### config.mk
export PLATFORM = sky130hd
export DESIGN_NAME = host_to_pci_cfg_sparse_xlate
export DESIGN_NICKNAME = d
export VERILOG_FILES = /design/src/design/xlate_pkg.sv /design/src/design/cfg_addr_format.sv /design/src/design/host_to_pci_cfg_sparse_xlate.sv /design/src/design/sparse_lane_decode.sv
export SDC_FILE = /design/constraint.sdc
export NUM_CORES = 1
export LEC_CHECK = 0
export ABC_AREA = 1
export BUFFER_PORTS_ARGS = -buffer_cell sky130_fd_sc_hd__buf_4
export CORE_ASPECT_RATIO = 1.2
export CORE_MARGIN = 3
export CORE_UTILIZATION = 47
export DETAILED_ROUTE_END_ITERATION = 8
export PLACE_DENSITY = 0.73
export SETUP_SLACK_MARGIN = 0.05
export SYNTH_ARGS = -nofsm -noshare
export SYNTH_HDL_FRONTEND = slang
export SYNTH_HIERARCHICAL = 1
export SYNTH_SLANG_ARGS = --single-unit
### constraint.sdc
create_clock -name mclk_i -period 1.2 [get_ports mclk_i]
set_input_delay 0.24 -clock mclk_i [delete_from_list [all_inputs] [get_ports mclk_i]]
set_output_delay 0.24 -clock mclk_i [all_outputs]
set_load 0.02 [all_outputs]
### src/design/xlate_pkg.sv
// Constants, types and encodings shared by the host-to-PCI translation block.
// Assumes the host side presents byte address bits 33:5 plus longword masks.
// Summary of operation
// Primary target takes a config cycle on select, config command and low bits 00.
// PCI address bits 7:2 come from host config address bits 12:7.
// PCI address bits 10:8 come from host config address bits 15:13.
// Primary config: host bits 20:16 decode one-hot onto PCI 31:11; 28:21 ignored.
// Secondary config: low bits 01, host 28:7 map onto PCI 23:2.
// Config byte enables use the same length and lane decode as sparse space.
// Bridge owning the bus number intercepts config cycles with low bits 01.
// Bridge forwards unmodified cycles for buses in its subordinate range.
// Host bits 33:32 select space; sparse memory gives PCI memory read or write.
// Sparse memory: host bits 31:8 drive PCI address bits 26:3.
// PCI bits 31:27 are zero when host 31:29 is zero, else programmable.
// Sparse space spans 128MB: lowest 16MB fixed at zero, rest relocatable.
// Length from host bits 4:3, starting lane from host bits 6:5.
// Byte enables are active low per lane, per the length and lane table.
// Sparse PCI bits 1:0 are 00, bit 2 from host bit 7; quadword 000.
// Invalid length and lane combinations still complete; data undefined.
// Writes rebuild host bits 4:3 from which longword mask pair is nonzero.
// Reads take host bits 4:3 from longword mask bits 1:0.
// Sub-quadword writes present exactly one mask pair equal to 01.
// Quadword writes present longword mask 11000000 only.
// Software places a memory barrier after every sparse write.
// Sub-quadword stores go to the lower longword of the quadword.
// Sub-quadword loads use a lower-longword load.
// Config low bits 1:0 come from the bus-select extension value.
// Secondary config cycles force PCI address bits 31:24 to zero.
package xlate_pkg;
	localparam logic [1:0] SPACE_CFG_IO      = 2'h1;
	localparam logic [1:0] SPACE_SPARSE_MEM  = 2'h2;
	localparam logic [2:0] CFG_REGION_HI     = 3'h7;
	localparam logic [2:0] FIXED_REGION_HI   = 3'h0;
	localparam logic [4:0] fixed_upper_addr_ext = 5'h00;
	localparam logic [1:0] BUS_PRIMARY       = 2'h0;
	localparam logic [1:0] BUS_SECONDARY     = 2'h1;
	localparam int         IDSEL_LSB         = 11;
	localparam int         IDSEL_COUNT       = 21;
	localparam logic [1:0] LEN_BYTE          = 2'h0;
	localparam logic [1:0] LEN_WORD          = 2'h1;
	localparam logic [1:0] LEN_TRIBYTE       = 2'h2;
	localparam logic [1:0] LEN_LONG          = 2'h3;
	localparam logic [1:0] LANE_QUAD         = 2'h3;
	localparam logic [3:0] BE_N_ALL          = 4'h0;
	localparam logic [3:0] BE_N_NONE         = 4'hF;
	localparam logic [3:0] MASK_BYTE         = 4'h1;
	localparam logic [3:0] MASK_WORD         = 4'h3;
	localparam logic [3:0] MASK_TRIBYTE      = 4'h7;
	localparam logic [3:0] CMD_MEM_READ      = 4'h6;
	localparam logic [3:0] CMD_MEM_WRITE     = 4'h7;
	localparam logic [3:0] CMD_CFG_READ      = 4'hA;
	localparam logic [3:0] CMD_CFG_WRITE     = 4'hB;
	localparam logic [7:0] QUAD_WRITE_MASK   = 8'hC0;
	typedef enum logic [1:0] {ST_IDLE, ST_CYCLE, ST_ACK} phase_type;
endpackage : xlate_pkg

### src/design/cfg_addr_format.sv
// Builds the PCI address of a configuration cycle from the host address.
// Assumes the bus-select extension is stable while a request is taken.
`timescale 1ns/100ps
`default_nettype none
module cfg_addr_format (
	input  wire logic [28:7] host_cfg_addr_i,
	input  wire logic [1:0]  bus_sel_i,
	output logic      [31:0] pci_addr_o
);
	logic [xlate_pkg::IDSEL_COUNT-1:0] idsel;
	// Device numbers 21 and up select nothing
	for (genvar i = 0; i < xlate_pkg::IDSEL_COUNT; i++) begin : g_idsel
		assign idsel[i] = (host_cfg_addr_i[20:16] == 5'(i));
	end
	always_comb begin
		if (bus_sel_i == xlate_pkg::BUS_PRIMARY) begin
			pci_addr_o = {idsel, host_cfg_addr_i[15:7], bus_sel_i};
		end else begin
			pci_addr_o = {8'h00, host_cfg_addr_i[28:7], bus_sel_i};
		end
	end
endmodule : cfg_addr_format
`default_nettype wire

### src/design/host_to_pci_cfg_sparse_xlate.sv
// Host-to-PCI translation for configuration and sparse memory spaces.
// Assumes a same-clock host request port and a PCI master that signals done.
`timescale 1ns/100ps
`default_nettype none
module host_to_pci_cfg_sparse_xlate (
	input  wire logic        mclk_i,
	input  wire logic        arst_n_i,
	input  wire logic        req_valid_i,
	input  wire logic        req_write_i,
	input  wire logic [33:5] host_addr_bus_i,
	input  wire logic [7:0]  lw_mask_i,
	input  wire logic [4:0]  prog_upper_addr_ext_i,
	input  wire logic [1:0]  cfg_bus_select_ext_i,
	input  wire logic        pci_done_i,
	output logic             req_ready_o,
	output logic             host_ack_o,
	output logic             pci_valid_o,
	output logic      [3:0]  pci_cmd_o,
	output logic      [31:0] pci_addr_o,
	output logic      [3:0]  pci_be_n_o,
	output logic             pci_quad_o,
	output logic             pci_undef_o
);
	typedef struct packed {
		xlate_pkg::phase_type phase;
		logic [3:0]           cmd;
		logic [31:0]          addr;
		logic [3:0]           be_n;
		logic                 quad;
		logic                 undef;
	} state_type;

	state_type state;
	state_type next_state;

	logic [1:0]  len;
	logic [3:0]  be_n;
	logic        quad;
	logic        invalid;
	logic [31:0] cfg_addr;
	logic [4:0]  upper;
	logic        is_cfg;
	logic        is_sparse;
	logic        accept;

	// Bits 4:3 never leave the host core; rebuild them from the masks
	always_comb begin
		if (!req_write_i) begin
			len = lw_mask_i[1:0];
		end else if (lw_mask_i[7:6] != 2'h0) begin
			len = 2'h3;
		end else if (lw_mask_i[5:4] != 2'h0) begin
			len = 2'h2;
		end else if (lw_mask_i[3:2] != 2'h0) begin
			len = 2'h1;
		end else begin
			len = 2'h0;
		end
	end

	// One decoder serves both spaces, so config masks match sparse ones
	sparse_lane_decode u_lane (
		.len_i     (len),
		.lane_i    (host_addr_bus_i[6:5]),
		.be_n_o    (be_n),
		.quad_o    (quad),
		.invalid_o (invalid)
	);

	cfg_addr_format u_cfg (
		.host_cfg_addr_i (host_addr_bus_i[28:7]),
		.bus_sel_i       (cfg_bus_select_ext_i),
		.pci_addr_o      (cfg_addr)
	);

	assign is_sparse = (host_addr_bus_i[33:32] == xlate_pkg::SPACE_SPARSE_MEM);
	assign is_cfg    = (host_addr_bus_i[33:32] == xlate_pkg::SPACE_CFG_IO)
	                && (host_addr_bus_i[31:29] == xlate_pkg::CFG_REGION_HI);
	assign req_ready_o = (state.phase == xlate_pkg::ST_IDLE);
	assign accept      = req_valid_i && req_ready_o;

	// Lowest 16MB always lands at PCI zero for legacy memory holes
	assign upper = (host_addr_bus_i[31:29] == xlate_pkg::FIXED_REGION_HI)
	             ? xlate_pkg::fixed_upper_addr_ext : prog_upper_addr_ext_i;

	always_comb begin
		next_state = state;
		unique case (state.phase)
			xlate_pkg::ST_IDLE: begin
				if (accept && is_sparse) begin
					next_state.phase = xlate_pkg::ST_CYCLE;
					next_state.cmd   = req_write_i ? xlate_pkg::CMD_MEM_WRITE
					                               : xlate_pkg::CMD_MEM_READ;
					next_state.addr  = {upper, host_addr_bus_i[31:8],
					                    host_addr_bus_i[7] & ~quad, 2'h0};
					next_state.be_n  = be_n;
					next_state.quad  = quad;
					next_state.undef = invalid;
				end else if (accept && is_cfg) begin
					next_state.phase = xlate_pkg::ST_CYCLE;
					next_state.cmd   = req_write_i ? xlate_pkg::CMD_CFG_WRITE
					                               : xlate_pkg::CMD_CFG_READ;
					next_state.addr  = cfg_addr;
					next_state.be_n  = be_n;
					next_state.quad  = quad;
					next_state.undef = invalid;
				end else if (accept) begin
					// Spaces outside this block are acknowledged without a cycle
					next_state.phase = xlate_pkg::ST_ACK;
				end
			end
			xlate_pkg::ST_CYCLE: begin
				// Invalid combinations still run and are acked after pci_done_i
				if (pci_done_i) begin
					next_state.phase = xlate_pkg::ST_ACK;
				end
			end
			xlate_pkg::ST_ACK: begin
				next_state.phase = xlate_pkg::ST_IDLE;
			end
		endcase
	end

	always_ff @(posedge mclk_i or negedge arst_n_i) begin
		if (!arst_n_i) begin
			state <= '{xlate_pkg::ST_IDLE, 4'h0, 32'h0, xlate_pkg::BE_N_NONE, 1'b0, 1'b0};
		end else begin
			state <= next_state;
		end
	end

	assign pci_valid_o = (state.phase == xlate_pkg::ST_CYCLE);
	assign host_ack_o  = (state.phase == xlate_pkg::ST_ACK);
	assign pci_cmd_o   = state.cmd;
	assign pci_addr_o  = state.addr;
	assign pci_be_n_o  = state.be_n;
	assign pci_quad_o  = state.quad;
	assign pci_undef_o = state.undef;
endmodule : host_to_pci_cfg_sparse_xlate
`default_nettype wire

### src/design/sparse_lane_decode.sv
// Length and lane decode into active-low PCI byte enables.
// Assumes len and lane are already recovered host address bits 4:3 and 6:5.
`timescale 1ns/100ps
`default_nettype none
module sparse_lane_decode (
	input  wire logic [1:0] len_i,
	input  wire logic [1:0] lane_i,
	output logic      [3:0] be_n_o,
	output logic            quad_o,
	output logic            invalid_o
);
	always_comb begin
		be_n_o    = xlate_pkg::BE_N_NONE;
		quad_o    = 1'b0;
		invalid_o = 1'b0;
		unique case (len_i)
			xlate_pkg::LEN_BYTE: begin
				be_n_o = ~(xlate_pkg::MASK_BYTE << lane_i);
			end
			xlate_pkg::LEN_WORD: begin
				if (lane_i != 2'h3) begin
					be_n_o = ~(xlate_pkg::MASK_WORD << lane_i);
				end else begin
					invalid_o = 1'b1;
				end
			end
			xlate_pkg::LEN_TRIBYTE: begin
				if (lane_i[1] == 1'b0) begin
					be_n_o = ~(xlate_pkg::MASK_TRIBYTE << lane_i);
				end else begin
					invalid_o = 1'b1;
				end
			end
			xlate_pkg::LEN_LONG: begin
				if (lane_i == 2'h0 || lane_i == xlate_pkg::LANE_QUAD) begin
					be_n_o = xlate_pkg::BE_N_ALL;
					quad_o = (lane_i == xlate_pkg::LANE_QUAD);
				end else begin
					invalid_o = 1'b1;
				end
			end
		endcase
	end
endmodule : sparse_lane_decode
`default_nettype wire

==> out/metrics.yaml, run 1 <==
status: "complete, but fails checks"
violations: "negative setup slack"
r2r_cells: 10
postSynthAreaPerCell_um2: 6.86
worst_r2r_endpoint: "pci_addr_o[12]$_DFFE_PN0P_"
grt_antenna_before_repair: 0
crit_fanout: 7
critPathLaunch: "state[42]$_DFFE_PN0P_"
clk_latency_ns: 0.30
core_area_mm2: 0.00649
finalWorstSetupSlack_ns: -0.329
place_area_mm2: 0.00380
fin_total_pwr_w: 0.00793
cts.sinks: 44
num_antenna_cells: 0
synth_top_family_by_area: "simple AND/OR/NAND/NOR gates"
power_density_mw_per_mm2: 1740
finalWeightedCongestion: 0.934
cts_buffers: 5
drv_slew: 0
drive_above_1_share: 0.449
regArea_mm2: 0.00111
setup_viol: 50
end_kind: "register"
multi_input_comb_area_mm2: 0.00190
maxSlewHeadroom: 0.694
path_clk_slew_ns: 0.09
worstSetupPathType: "register to register"
drt-initial-drc-count: 169
skew_ns: 0.00692
route.vias.total: 3136
maxClockFrequency_ghz: 0.654
path_cells: "inv_2, ha_4, nand2_4, inv_8, nand2_8, buf_12, nand2_1, nand2_1, nand2_1, nand2_1"
required_ns: 1.39
synth_seq_cells: 44
dieHeight_um: 95.8
cp.depth: 10
cp_top_family: "simple AND/OR/NAND/NOR gates"
die-area_mm2: 0.00774
cts.path.max_buffers: 2
leakagePower_nw: 2.44
ir_worst_vdd_uv: 853
firstDrtPassIters: 4
setup_tns_ns: -11.55
r2r_slack_ns: -0.33
worstPathArrival_ns: 1.72
syn-num-nets: 519
crit_top_cell: "nand2_1"
final_area_mm2: 0.00457
nFillCells: 539
synth-compound-area-share: 0.0143
synth_area_mm2: 0.00316
nets: 590
max_stage_delay_ns: 0.39
track_usage: 0.231
ys_seq_area_frac: 0.351
hold_violations: 0
cp-start-kind: "register"
critPathCapture: "pci_addr_o[12]$_DFFE_PN0P_"
synth_cell_type_count: 25
cp_num_buf_inv: 3
yosys_warnings: 6
grt_pass1_vias: 3048
grt_setup_unrepaired: "yes"
viasPerCell: 5.08
hpwl_um: 5880
cts-root-buf: "clkbuf_8"
htreeDepth: 2
yosys-top-cells-area: "dfrtp_1, nand2_1, buf_4"
grt.overflow.total: 0
slowest_stage: "dfrtp_1"
syn2layout_area_growth_pct: 44.7
hp-class: "input pin to register"
cts_tree: "built"
yosys.area_share.adder: 0.0397
period_needed_ns: 1.53
grt_pass1_wl_um: 14100
yosys.area.top_type: "dfrtp_1"
die_x_um: 80.8
grt_max_degree: 24
worst_pin_slew_ns: 0.458
maxCapViolCount: 0
period_share: 1.27
start_util: 0.486
synth_top_area_frac: 0.317
muxShareOfSynthArea: 0
crit-reg2reg-launch: "state[42]$_DFFE_PN0P_"
num_rows: 32
io_buffers: 93
synth_xor_area_frac: 0
synth-simple-area-share: 0.402
wirelength_um: 9180
postRouteAntennaNets: 0
wl_per_cell_um: 14.9
io_pins: 94
syn_inst: 460
route.detailed.drc: 0
[worst register-to-register path, stage by stage (launching register included)]
cell and delay, ns:
dfrtp_1 0.39, inv_2 0.10, ha_4 0.17, nand2_4 0.08
inv_8 0.09, nand2_8 0.12, buf_12 0.20, nand2_1 0.05
nand2_1 0.07, nand2_1 0.09, nand2_1 0.06
[synthesized netlist by cell type]
cell type and number:
nand2_1 198, nand3_1 58, buf_4 54, dfrtp_1 40
nor2_1 26, inv_1 23, ha_1 10, buf_2 7
buf_6 5, inv_2 5, o21ai_0 5, dfstp_2 4
nor3_1 4, a21oi_1 3, nand4_1 3, nor2_2 3
nand2_2 2, nand2_4 2, nor2_4 2, clkbuf_1 1
inv_4 1, nand3b_1 1, nor3b_1 1, o21ai_1 1
or2_2 1
[registers in the layout, indices dropped and copies added, names as in the netlist]
signal,cells
state,2
pci_be_n_o,4
pci_undef_o,1
pci_quad_o,1
pci_cmd_o,4
pci_addr_o,32
[cells in the final DEF, fill, tap and decap left out, types with 4 or more instances in the layout]
cell and instances:
buf_12 8, buf_16 5, buf_4 100, buf_6 12, clkbuf_8 5, dfrtp_1 40, dfstp_2 4, ha_1 7
inv_1 21, inv_2 5, nand2_1 151, nand2_2 32, nand2_4 17, nand2_8 4, nand3_1 30, nand3_2 27
nor2_1 25, nor3_1 4
[cell families after synthesis]
group / after synthesis
AO/OA/AOI/OAI: 9
AND/OR/NAND/NOR: 301
flip-flops: 44
buffers and inverters: 96
adder cells (fa/ha/maj): 10
[worst min path at each step]
| stage | start | endpoint | cells after the start |
|---|---|---|---|
| after global placement | arst_n_i | pci_addr_o[27]$_DFFE_PN0P_ | 1 |
| after CTS | prog_upper_addr_ext_i[2] | pci_addr_o[29]$_DFFE_PN0P_ | 3 |
| after floorplan | arst_n_i | pci_addr_o[0]$_DFFE_PN0P_ | 0 |
| final | prog_upper_addr_ext_i[0] | pci_addr_o[27]$_DFFE_PN0P_ | 3 |
| after detailed placement | arst_n_i | pci_addr_o[27]$_DFFE_PN0P_ | 1 |
| after global routing | prog_upper_addr_ext_i[4] | pci_addr_o[31]$_DFFE_PN0P_ | 3 |
[metrics by stage]
| step | utilization | instances | worst slack, ns | hold slack [ns] |
|---|---|---|---|---|
| floorplan | - | 460 | -0.142 | -0.0556 |
| global placement | 0.585 | 595 | -0.188 | 0.154 |
| detailed placement | 0.585 | 595 | -0.217 | 0.163 |
| CTS | 0.666 | 615 | -0.266 | 0.141 |
| global route | 0.704 | 617 | -0.375 | 0.149 |
| finish | 0.704 | 617 | -0.329 | 0.140 |
[where the power goes]
| part | internal, W | leakage [nW] | switching (W) | total (W) |
|---|---|---|---|---|
| registers | 0.00218 | 0.546 | 0.000461 | 0.00264 |
| logic | 0.00205 | 1.85 | 0.00233 | 0.00437 |
| clock network | 0.000410 | 0.0422 | 0.000510 | 0.000920 |
[cell type report]
type                    instances  area share
multi-input cells             322       0.416
repair buffers                128       0.270
flip-flops and latches         44       0.242
inverters                      29      0.0277
well taps                      85      0.0233
clock buffers                   7      0.0167
repair inverters                1     0.00247
clock inverters                 1     0.00110
[per-layer routing]
layer,track usage,wire length (um),vias up
met5,0,0,-
met1,0.279,3610,1507
met2,0.410,4890,86
li1,-,-,1521
met4,0.0915,258,0
met3,0.0346,424,22
[timing repair]
item,CTS,global route
hold buffers,1,0
pin swaps,40,25
hold endpoints to repair,18,0
resized for setup,68,57
buffers inserted,4,1
endpoints found under the setup margin,51,51
gates cloned,8,1
(Power assumes the default switching activity.)
==> run 2, diff against run 1 <==
--- a/config.mk
+++ b/config.mk
@@ -7,11 +7,12 @@
 export LEC_CHECK = 0
 export ABC_AREA = 1
 export BUFFER_PORTS_ARGS = -buffer_cell sky130_fd_sc_hd__buf_4
+export CAP_MARGIN = 20
 export CORE_ASPECT_RATIO = 1.2
 export CORE_MARGIN = 3
-export CORE_UTILIZATION = 47
+export CORE_UTILIZATION = 37
 export DETAILED_ROUTE_END_ITERATION = 8
-export PLACE_DENSITY = 0.73
+export PLACE_DENSITY = 0.59
 export SETUP_SLACK_MARGIN = 0.05
 export SYNTH_ARGS = -nofsm -noshare
 export SYNTH_HDL_FRONTEND = slang
==> run 2 against run 1 <==
Sequential power about the same; cell count up 7.1%; power up 3.4%; hold slack worse by 0.0076 ns; combinational power up 1%; the flow still finishes with violations (negative setup slack); clock power up 24%; register-to-register slack better by 0.06 ns; critical path depth down 5; critical path type is now register to primary output; fmax up 3.4%; wire length down 3.7%; global-route usage down 5.2 points.
==> out/metrics.yaml, run 2 (same netlist as run 1, synthesis figures left out) <==
cts.sinks: 44  # unchanged
cp-start-kind: "register"
largest_reg_flops: 32  # unchanged
crit_fanout: 2  # -5
maxSlewHeadroom: 0.711  # +0.0163
drv_slew: 0  # unchanged
end_kind: "primary output"
maxCapViolCount: 0  # unchanged
io_pins: 94  # unchanged
grt_antenna_before_repair: 0  # unchanged
layout_common_cells: "nand2_1, buf_4, nand2_2, dfrtp_1, nand3_1"
period_share: 1.23  # -0.0418
track_usage: 0.180  # -0.0518
worst_r2r_endpoint: "pci_addr_o[20]$_DFFE_PN0P_"
worst_pin_slew_ns: 0.433  # -0.0244 ns
die-area_mm2: 0.00968  # +25%
route.vias.total: 3040  # -3.1%
syn2layout_area_growth_pct: 50.2
fin_total_pwr_w: 0.00820  # +3.4%
power_density_mw_per_mm2: 1730  # -0.40%
r2r_cells: 10  # unchanged
num_antenna_cells: 0  # unchanged
htreeDepth: 2  # unchanged
final_common_cell: "nand2_1"
maxClockFrequency_ghz: 0.676  # +3.4%
hp-start: "prog_upper_addr_ext_i[1]"
crit-reg2reg-launch: "state[42]$_DFFE_PN0P_"
viasPerCell: 4.60  # -9.5%
setup_tns_ns: -9.83  # +1.72 ns
ir_worst_vdd_uv: 751  # -12%
worstSetupPathType: "register to primary output"
grt_pass1_wl_um: 14200  # +0.49%
grt_max_degree: 26  # +8.3%
route.detailed.drc: 0  # unchanged
grt_setup_unrepaired: "yes"
status: "complete, but fails checks"
die_x_um: 90.3  # +12%
nFillCells: 758  # +41%
crit_top_cell: "buf_6"
wirelength_um: 8840  # -3.7%
drive_above_1_share: 0.472  # +0.0224
max_stage_delay_ns: 0.37  # -0.02 ns
num_rows: 36  # +13%
clk_latency_ns: 0.30  # about the same
hp-class: "input pin to register"
hpwl_um: 6190  # +5.3%
skew_ns: 0.00809  # +0.00117 ns
start_util: 0.385  # -0.102
required_ns: 0.96  # -0.43 ns
wl_per_cell_um: 13.4  # -10%
setup_viol: 51  # +2.0%
path_clk_slew_ns: 0.09  # about the same
violations: "negative setup slack"
holdPathEnd: "pci_addr_o[28]$_DFFE_PN0P_"
path_cells: "inv_2, buf_4, buf_6, ha_4, buf_6"
dieHeight_um: 107  # +12%
r2r_slack_ns: -0.27  # +0.06 ns
grt.overflow.total: 0  # unchanged
leakagePower_nw: 2.54  # +4.5%
nets: 605  # +2.5%
postRouteAntennaNets: 0  # unchanged
hold_violations: 0  # unchanged
multi_input_comb_area_mm2: 0.00187  # -1.5%
cts_buffers: 5  # unchanged
core_area_mm2: 0.00820  # +26%
finalWeightedCongestion: 0.881  # -5.7%
worstHoldPathCells: 3  # unchanged
period_needed_ns: 1.48  # -0.0502 ns
finalWorstSetupSlack_ns: -0.279  # +0.0502 ns
slowest_stage: "dfrtp_1"
regArea_mm2: 0.00111  # unchanged
cts-root-buf: "clkbuf_8"
critPathLaunch: "state[42]$_DFFE_PN0P_"
grt_pass1_vias: 3019  # -0.95%
worstPathArrival_ns: 1.24  # -0.48 ns
cts_tree: "built"
drt-initial-drc-count: 132  # -22%
firstDrtPassIters: 4  # unchanged
io_buffers: 93  # unchanged
cts.path.max_buffers: 2  # unchanged
run 2: cell count changes in the layout (fill, tap and decap cells not counted), sizes merged:
cell    change
clkbuf      -2
inv         +1
nand2       -1
buf        +16
bufinv      +1
run 2: how the worst max path moves through the flow:
stage	slack, ns	depth (start not counted)	to
after CTS	-0.28	5	pci_valid_o
after detailed placement	-0.25	8	pci_addr_o[29]$_DFFE_PN0P_
final	-0.28	5	host_ack_o
after global routing	-0.33	10	pci_addr_o[20]$_DFFE_PN0P_
after global placement	-0.21	8	pci_addr_o[29]$_DFFE_PN0P_
after floorplan	-0.14	9	pci_quad_o$_DFFE_PN0P_
run 2: repair_timing:
action | 4_1_cts | 5_1_grt
gates resized for setup | 71 | 54
setup buffers | 7 | 11
hold buffers | 1 | 0
cloned | 6 | 2
setup endpoints to repair | 51 | 55
hold endpoints to repair | 20 | 0
pin swaps | 24 | 30
run 2: critical path: cells and delay by family (launching register included):
family | cells | cell delay, ns
adders and majority gates | 1 | 0.15
buffers and inverters | 4 | 0.42
DFF | 1 | 0.37
run 2: metrics by stage:
stage,hold WS [ns],setup slack (ns),cells,instance area (um^2),utilization
6_report,0.133,-0.279,661,4740,0.578
5_1_grt,0.130,-0.332,661,4740,0.578
4_1_cts,0.139,-0.281,651,4510,0.550
2_1_floorplan,-0.0556,-0.142,460,3270,-
3_5_place_dp,0.178,-0.253,629,3870,0.472
3_3_place_gp,0.170,-0.215,629,3870,0.472
run 2: cell type report:
class                   instances  area share
clock buffers                   6      0.0153
clock inverters                 2     0.00739
inverters                      29      0.0280
multi-input cells             321       0.395
flip-flops and latches         44       0.233
well taps                     114      0.0301
repair buffers                143       0.285
repair inverters                2     0.00581
run 2: metal layers:
metal / routed length [um] / track usage / vias up
met2: 4710 / 0.336 / 64
met1: 3690 / 0.210 / 1414
met3: 354 / 0.0358 / 8
li1: - / - / 1554
met5: 0 / 0 / -
met4: 90 / 0.0427 / 0
run 2: report_power, final:
part | leakage [nW] | internal, W | switching (W)
logic | 1.94 | 0.00215 | 0.00227
registers | 0.546 | 0.00218 | 0.000468
clock network | 0.0552 | 0.000619 | 0.000522
total | 2.54 | 0.00495 | 0.00326
==> run 3, diff against run 2 <==
--- a/config.mk
+++ b/config.mk
@@ -8,7 +8,7 @@
 export ABC_AREA = 1
 export BUFFER_PORTS_ARGS = -buffer_cell sky130_fd_sc_hd__buf_4
 export CAP_MARGIN = 20
-export CORE_ASPECT_RATIO = 1.2
+export CORE_ASPECT_RATIO = 2
 export CORE_MARGIN = 3
 export CORE_UTILIZATION = 37
 export DETAILED_ROUTE_END_ITERATION = 8
==> run 3 against run 2 <==
Non-clock buffer count down 5; core utilization fell by 3.1 points; the flow still finishes with violations (negative setup slack); cell area shrank 4.3%; die area rose by 0.64%; setup slack better by 0.036 ns; largest power group unchanged; sequential share of layout area is 1.1 points higher; largest cell class unchanged; clock skew decreased by 0.0033 ns.
==> out/metrics.yaml, run 3 (same netlist as run 1, synthesis figures left out) <==
firstDrtPassIters: 4  # unchanged
setup_tns_ns: -8.94  # +0.883 ns
crit_fanout: 2  # unchanged
maxCapViolCount: 0  # unchanged
core_area_mm2: 0.00829  # +1.1%
hp-class: "input pin to register"
cp-start-kind: "register"
viasPerCell: 4.72  # +2.7%
start_util: 0.381  # -0.00436
cts_tree: "built"
io_pins: 94  # unchanged
largest_reg_flops: 32  # unchanged
num_rows: 47  # +31%
setup_viol: 49  # -3.9%
cts.path.max_buffers: 2  # unchanged
path_cells: "inv_2, buf_6, ha_4, buf_6, buf_6"
num_antenna_cells: 0  # unchanged
syn2layout_area_growth_pct: 43.7
worstSetupPathType: "register to primary output"
drive_above_1_share: 0.415  # -0.0568
period_share: 1.20  # -0.0298
path_clk_slew_ns: 0.07  # -0.02 ns
slowest_stage: "dfrtp_1"
fin_total_pwr_w: 0.00822  # +0.28%
cts_buffers: 5  # unchanged
track_usage: 0.176  # -0.00316
required_ns: 0.96  # about the same
maxSlewHeadroom: 0.615  # -0.0960
violations: "negative setup slack"
route.detailed.drc: 0  # unchanged
power_density_mw_per_mm2: 1810  # +4.8%
place_ws_ns: -0.249  # +0.00413 ns
whs_ns: 0.149  # +0.0165 ns
period_needed_ns: 1.44  # -0.0357 ns
max_stage_delay_ns: 0.36  # about the same
drt-initial-drc-count: 116  # -12%
cts-root-buf: "clkbuf_16"
clk_latency_ns: 0.29  # about the same
layout_common_cells: "nand2_1, buf_4, dfrtp_1"
finalWorstSetupSlack_ns: -0.243  # +0.0357 ns
leakagePower_nw: 2.48  # -2.5%
die_x_um: 71.3  # -21%
route.vias.total: 3012  # -0.92%
grt_pass1_vias: 3005  # -0.46%
status: "complete, but fails checks"
final_common_cell: "nand2_1"
ir_worst_vdd_uv: 753  # +0.24%
end_kind: "primary output"
drv_slew: 0  # unchanged
finalWeightedCongestion: 0.848  # -3.7%
io_buffers: 93  # unchanged
skew_ns: 0.00477  # -0.00332 ns
crit_top_cell: "buf_6"
grt_max_degree: 45  # +73%
wl_per_cell_um: 13.6  # +1.8%
place_area_mm2: 0.00390  # +0.65%
htreeDepth: 2  # unchanged
wirelength_um: 8690  # -1.8%
die-area_mm2: 0.00974  # +0.64%
final_area_mm2: 0.00454  # -4.3%
hpwl_um: 6450  # +4.1%
cts.sinks: 44  # unchanged
grt_antenna_before_repair: 0  # unchanged
maxClockFrequency_ghz: 0.693  # +2.5%
dieHeight_um: 137  # +27%
worst_pin_slew_ns: 0.578  # +0.144 ns
worstPathArrival_ns: 1.20  # -0.04 ns
grt.overflow.total: 0  # unchanged
nets: 598  # -1.2%
grt_pass1_wl_um: 13700  # -3.5%
hold_violations: 0  # unchanged
postRouteAntennaNets: 0  # unchanged
grt_setup_unrepaired: "yes"
==> run 3: cell types whose count changed in the layout (fill, tap and decap cells not counted), sizes merged <==
cell	change
buf	-8
bufinv	-1
clkbuf	+2
clkinvlp	+2
inv	-2
==> run 3: path summary, 6_finish.rpt <==
kind                       cells past startpoint                    endpoint  slack (ns)                startpoint
max in group asynchronous                      2  pci_addr_o[25]$_DFFE_PN0P_        0.32                  arst_n_i
max reg2reg                                   10  pci_addr_o[11]$_DFFE_PN0P_       -0.23     state[42]$_DFFE_PN0P_
min in group asynchronous                      2    pci_cmd_o[1]$_DFFE_PN0P_        0.48                  arst_n_i
min                                            3  pci_addr_o[30]$_DFFE_PN0P_        0.15  prog_upper_addr_ext_i[3]
min reg2reg                                    1    pci_cmd_o[1]$_DFFE_PN0P_        0.48  pci_cmd_o[1]$_DFFE_PN0P_
max                                            5                 pci_valid_o       -0.24     state[43]$_DFFE_PN0P_
==> run 3: power breakdown <==
part	total, W	switching [W]	internal [W]
clock	0.00139	0.000614	0.000775
sequential	0.00264	0.000461	0.00218
combinational	0.00419	0.00215	0.00204
==> run 3: layout make-up <==
type / instances / area (um^2)
clock buffer: 5 / 125
clock inverter: 3 / 23.8
fill: 802 / 3760
inverter: 29 / 126
multi-input combinational: 321 / 1750
sequential: 44 / 1110
tap: 98 / 123
timing repair buffer: 138 / 1280
==> run 3: what timing repair did <==
item / CTS / global route
pin swaps: 19 / 6
setup endpoints to repair: 51 / 51
endpoints found under the hold margin: 40 / 0
resized for setup: 55 / 24
hold buffers: 1 / 0
cloned: 1 / 4
setup buffers: 2 / 3
==> run 3: critical path, delay by kind of cell, from the launching register on <==
family / cells / cell delay (ns)
DFF: 1 / 0.36
adders and majority gates: 1 / 0.15
buffers and inverters: 4 / 0.39
==> run 3: metal layers <==
layer | part of all wire | vias to the layer above | GRT usage
met1 | 0.34 | 1392 | 0.173
met2 | 0.60 | 71 | 0.355
met3 | 0.043 | 12 | 0.0287
li1 | - | 1537 | -
met5 | 0 | - | 0
met4 | 0.019 | 0 | 0.0638
==> run 3: metrics by stage <==
step,util,std cells
after floorplan,-,460
after global placement,0.470,619
after detailed placement,0.470,619
after CTS,0.524,631
after global routing,0.547,638
final,0.547,638
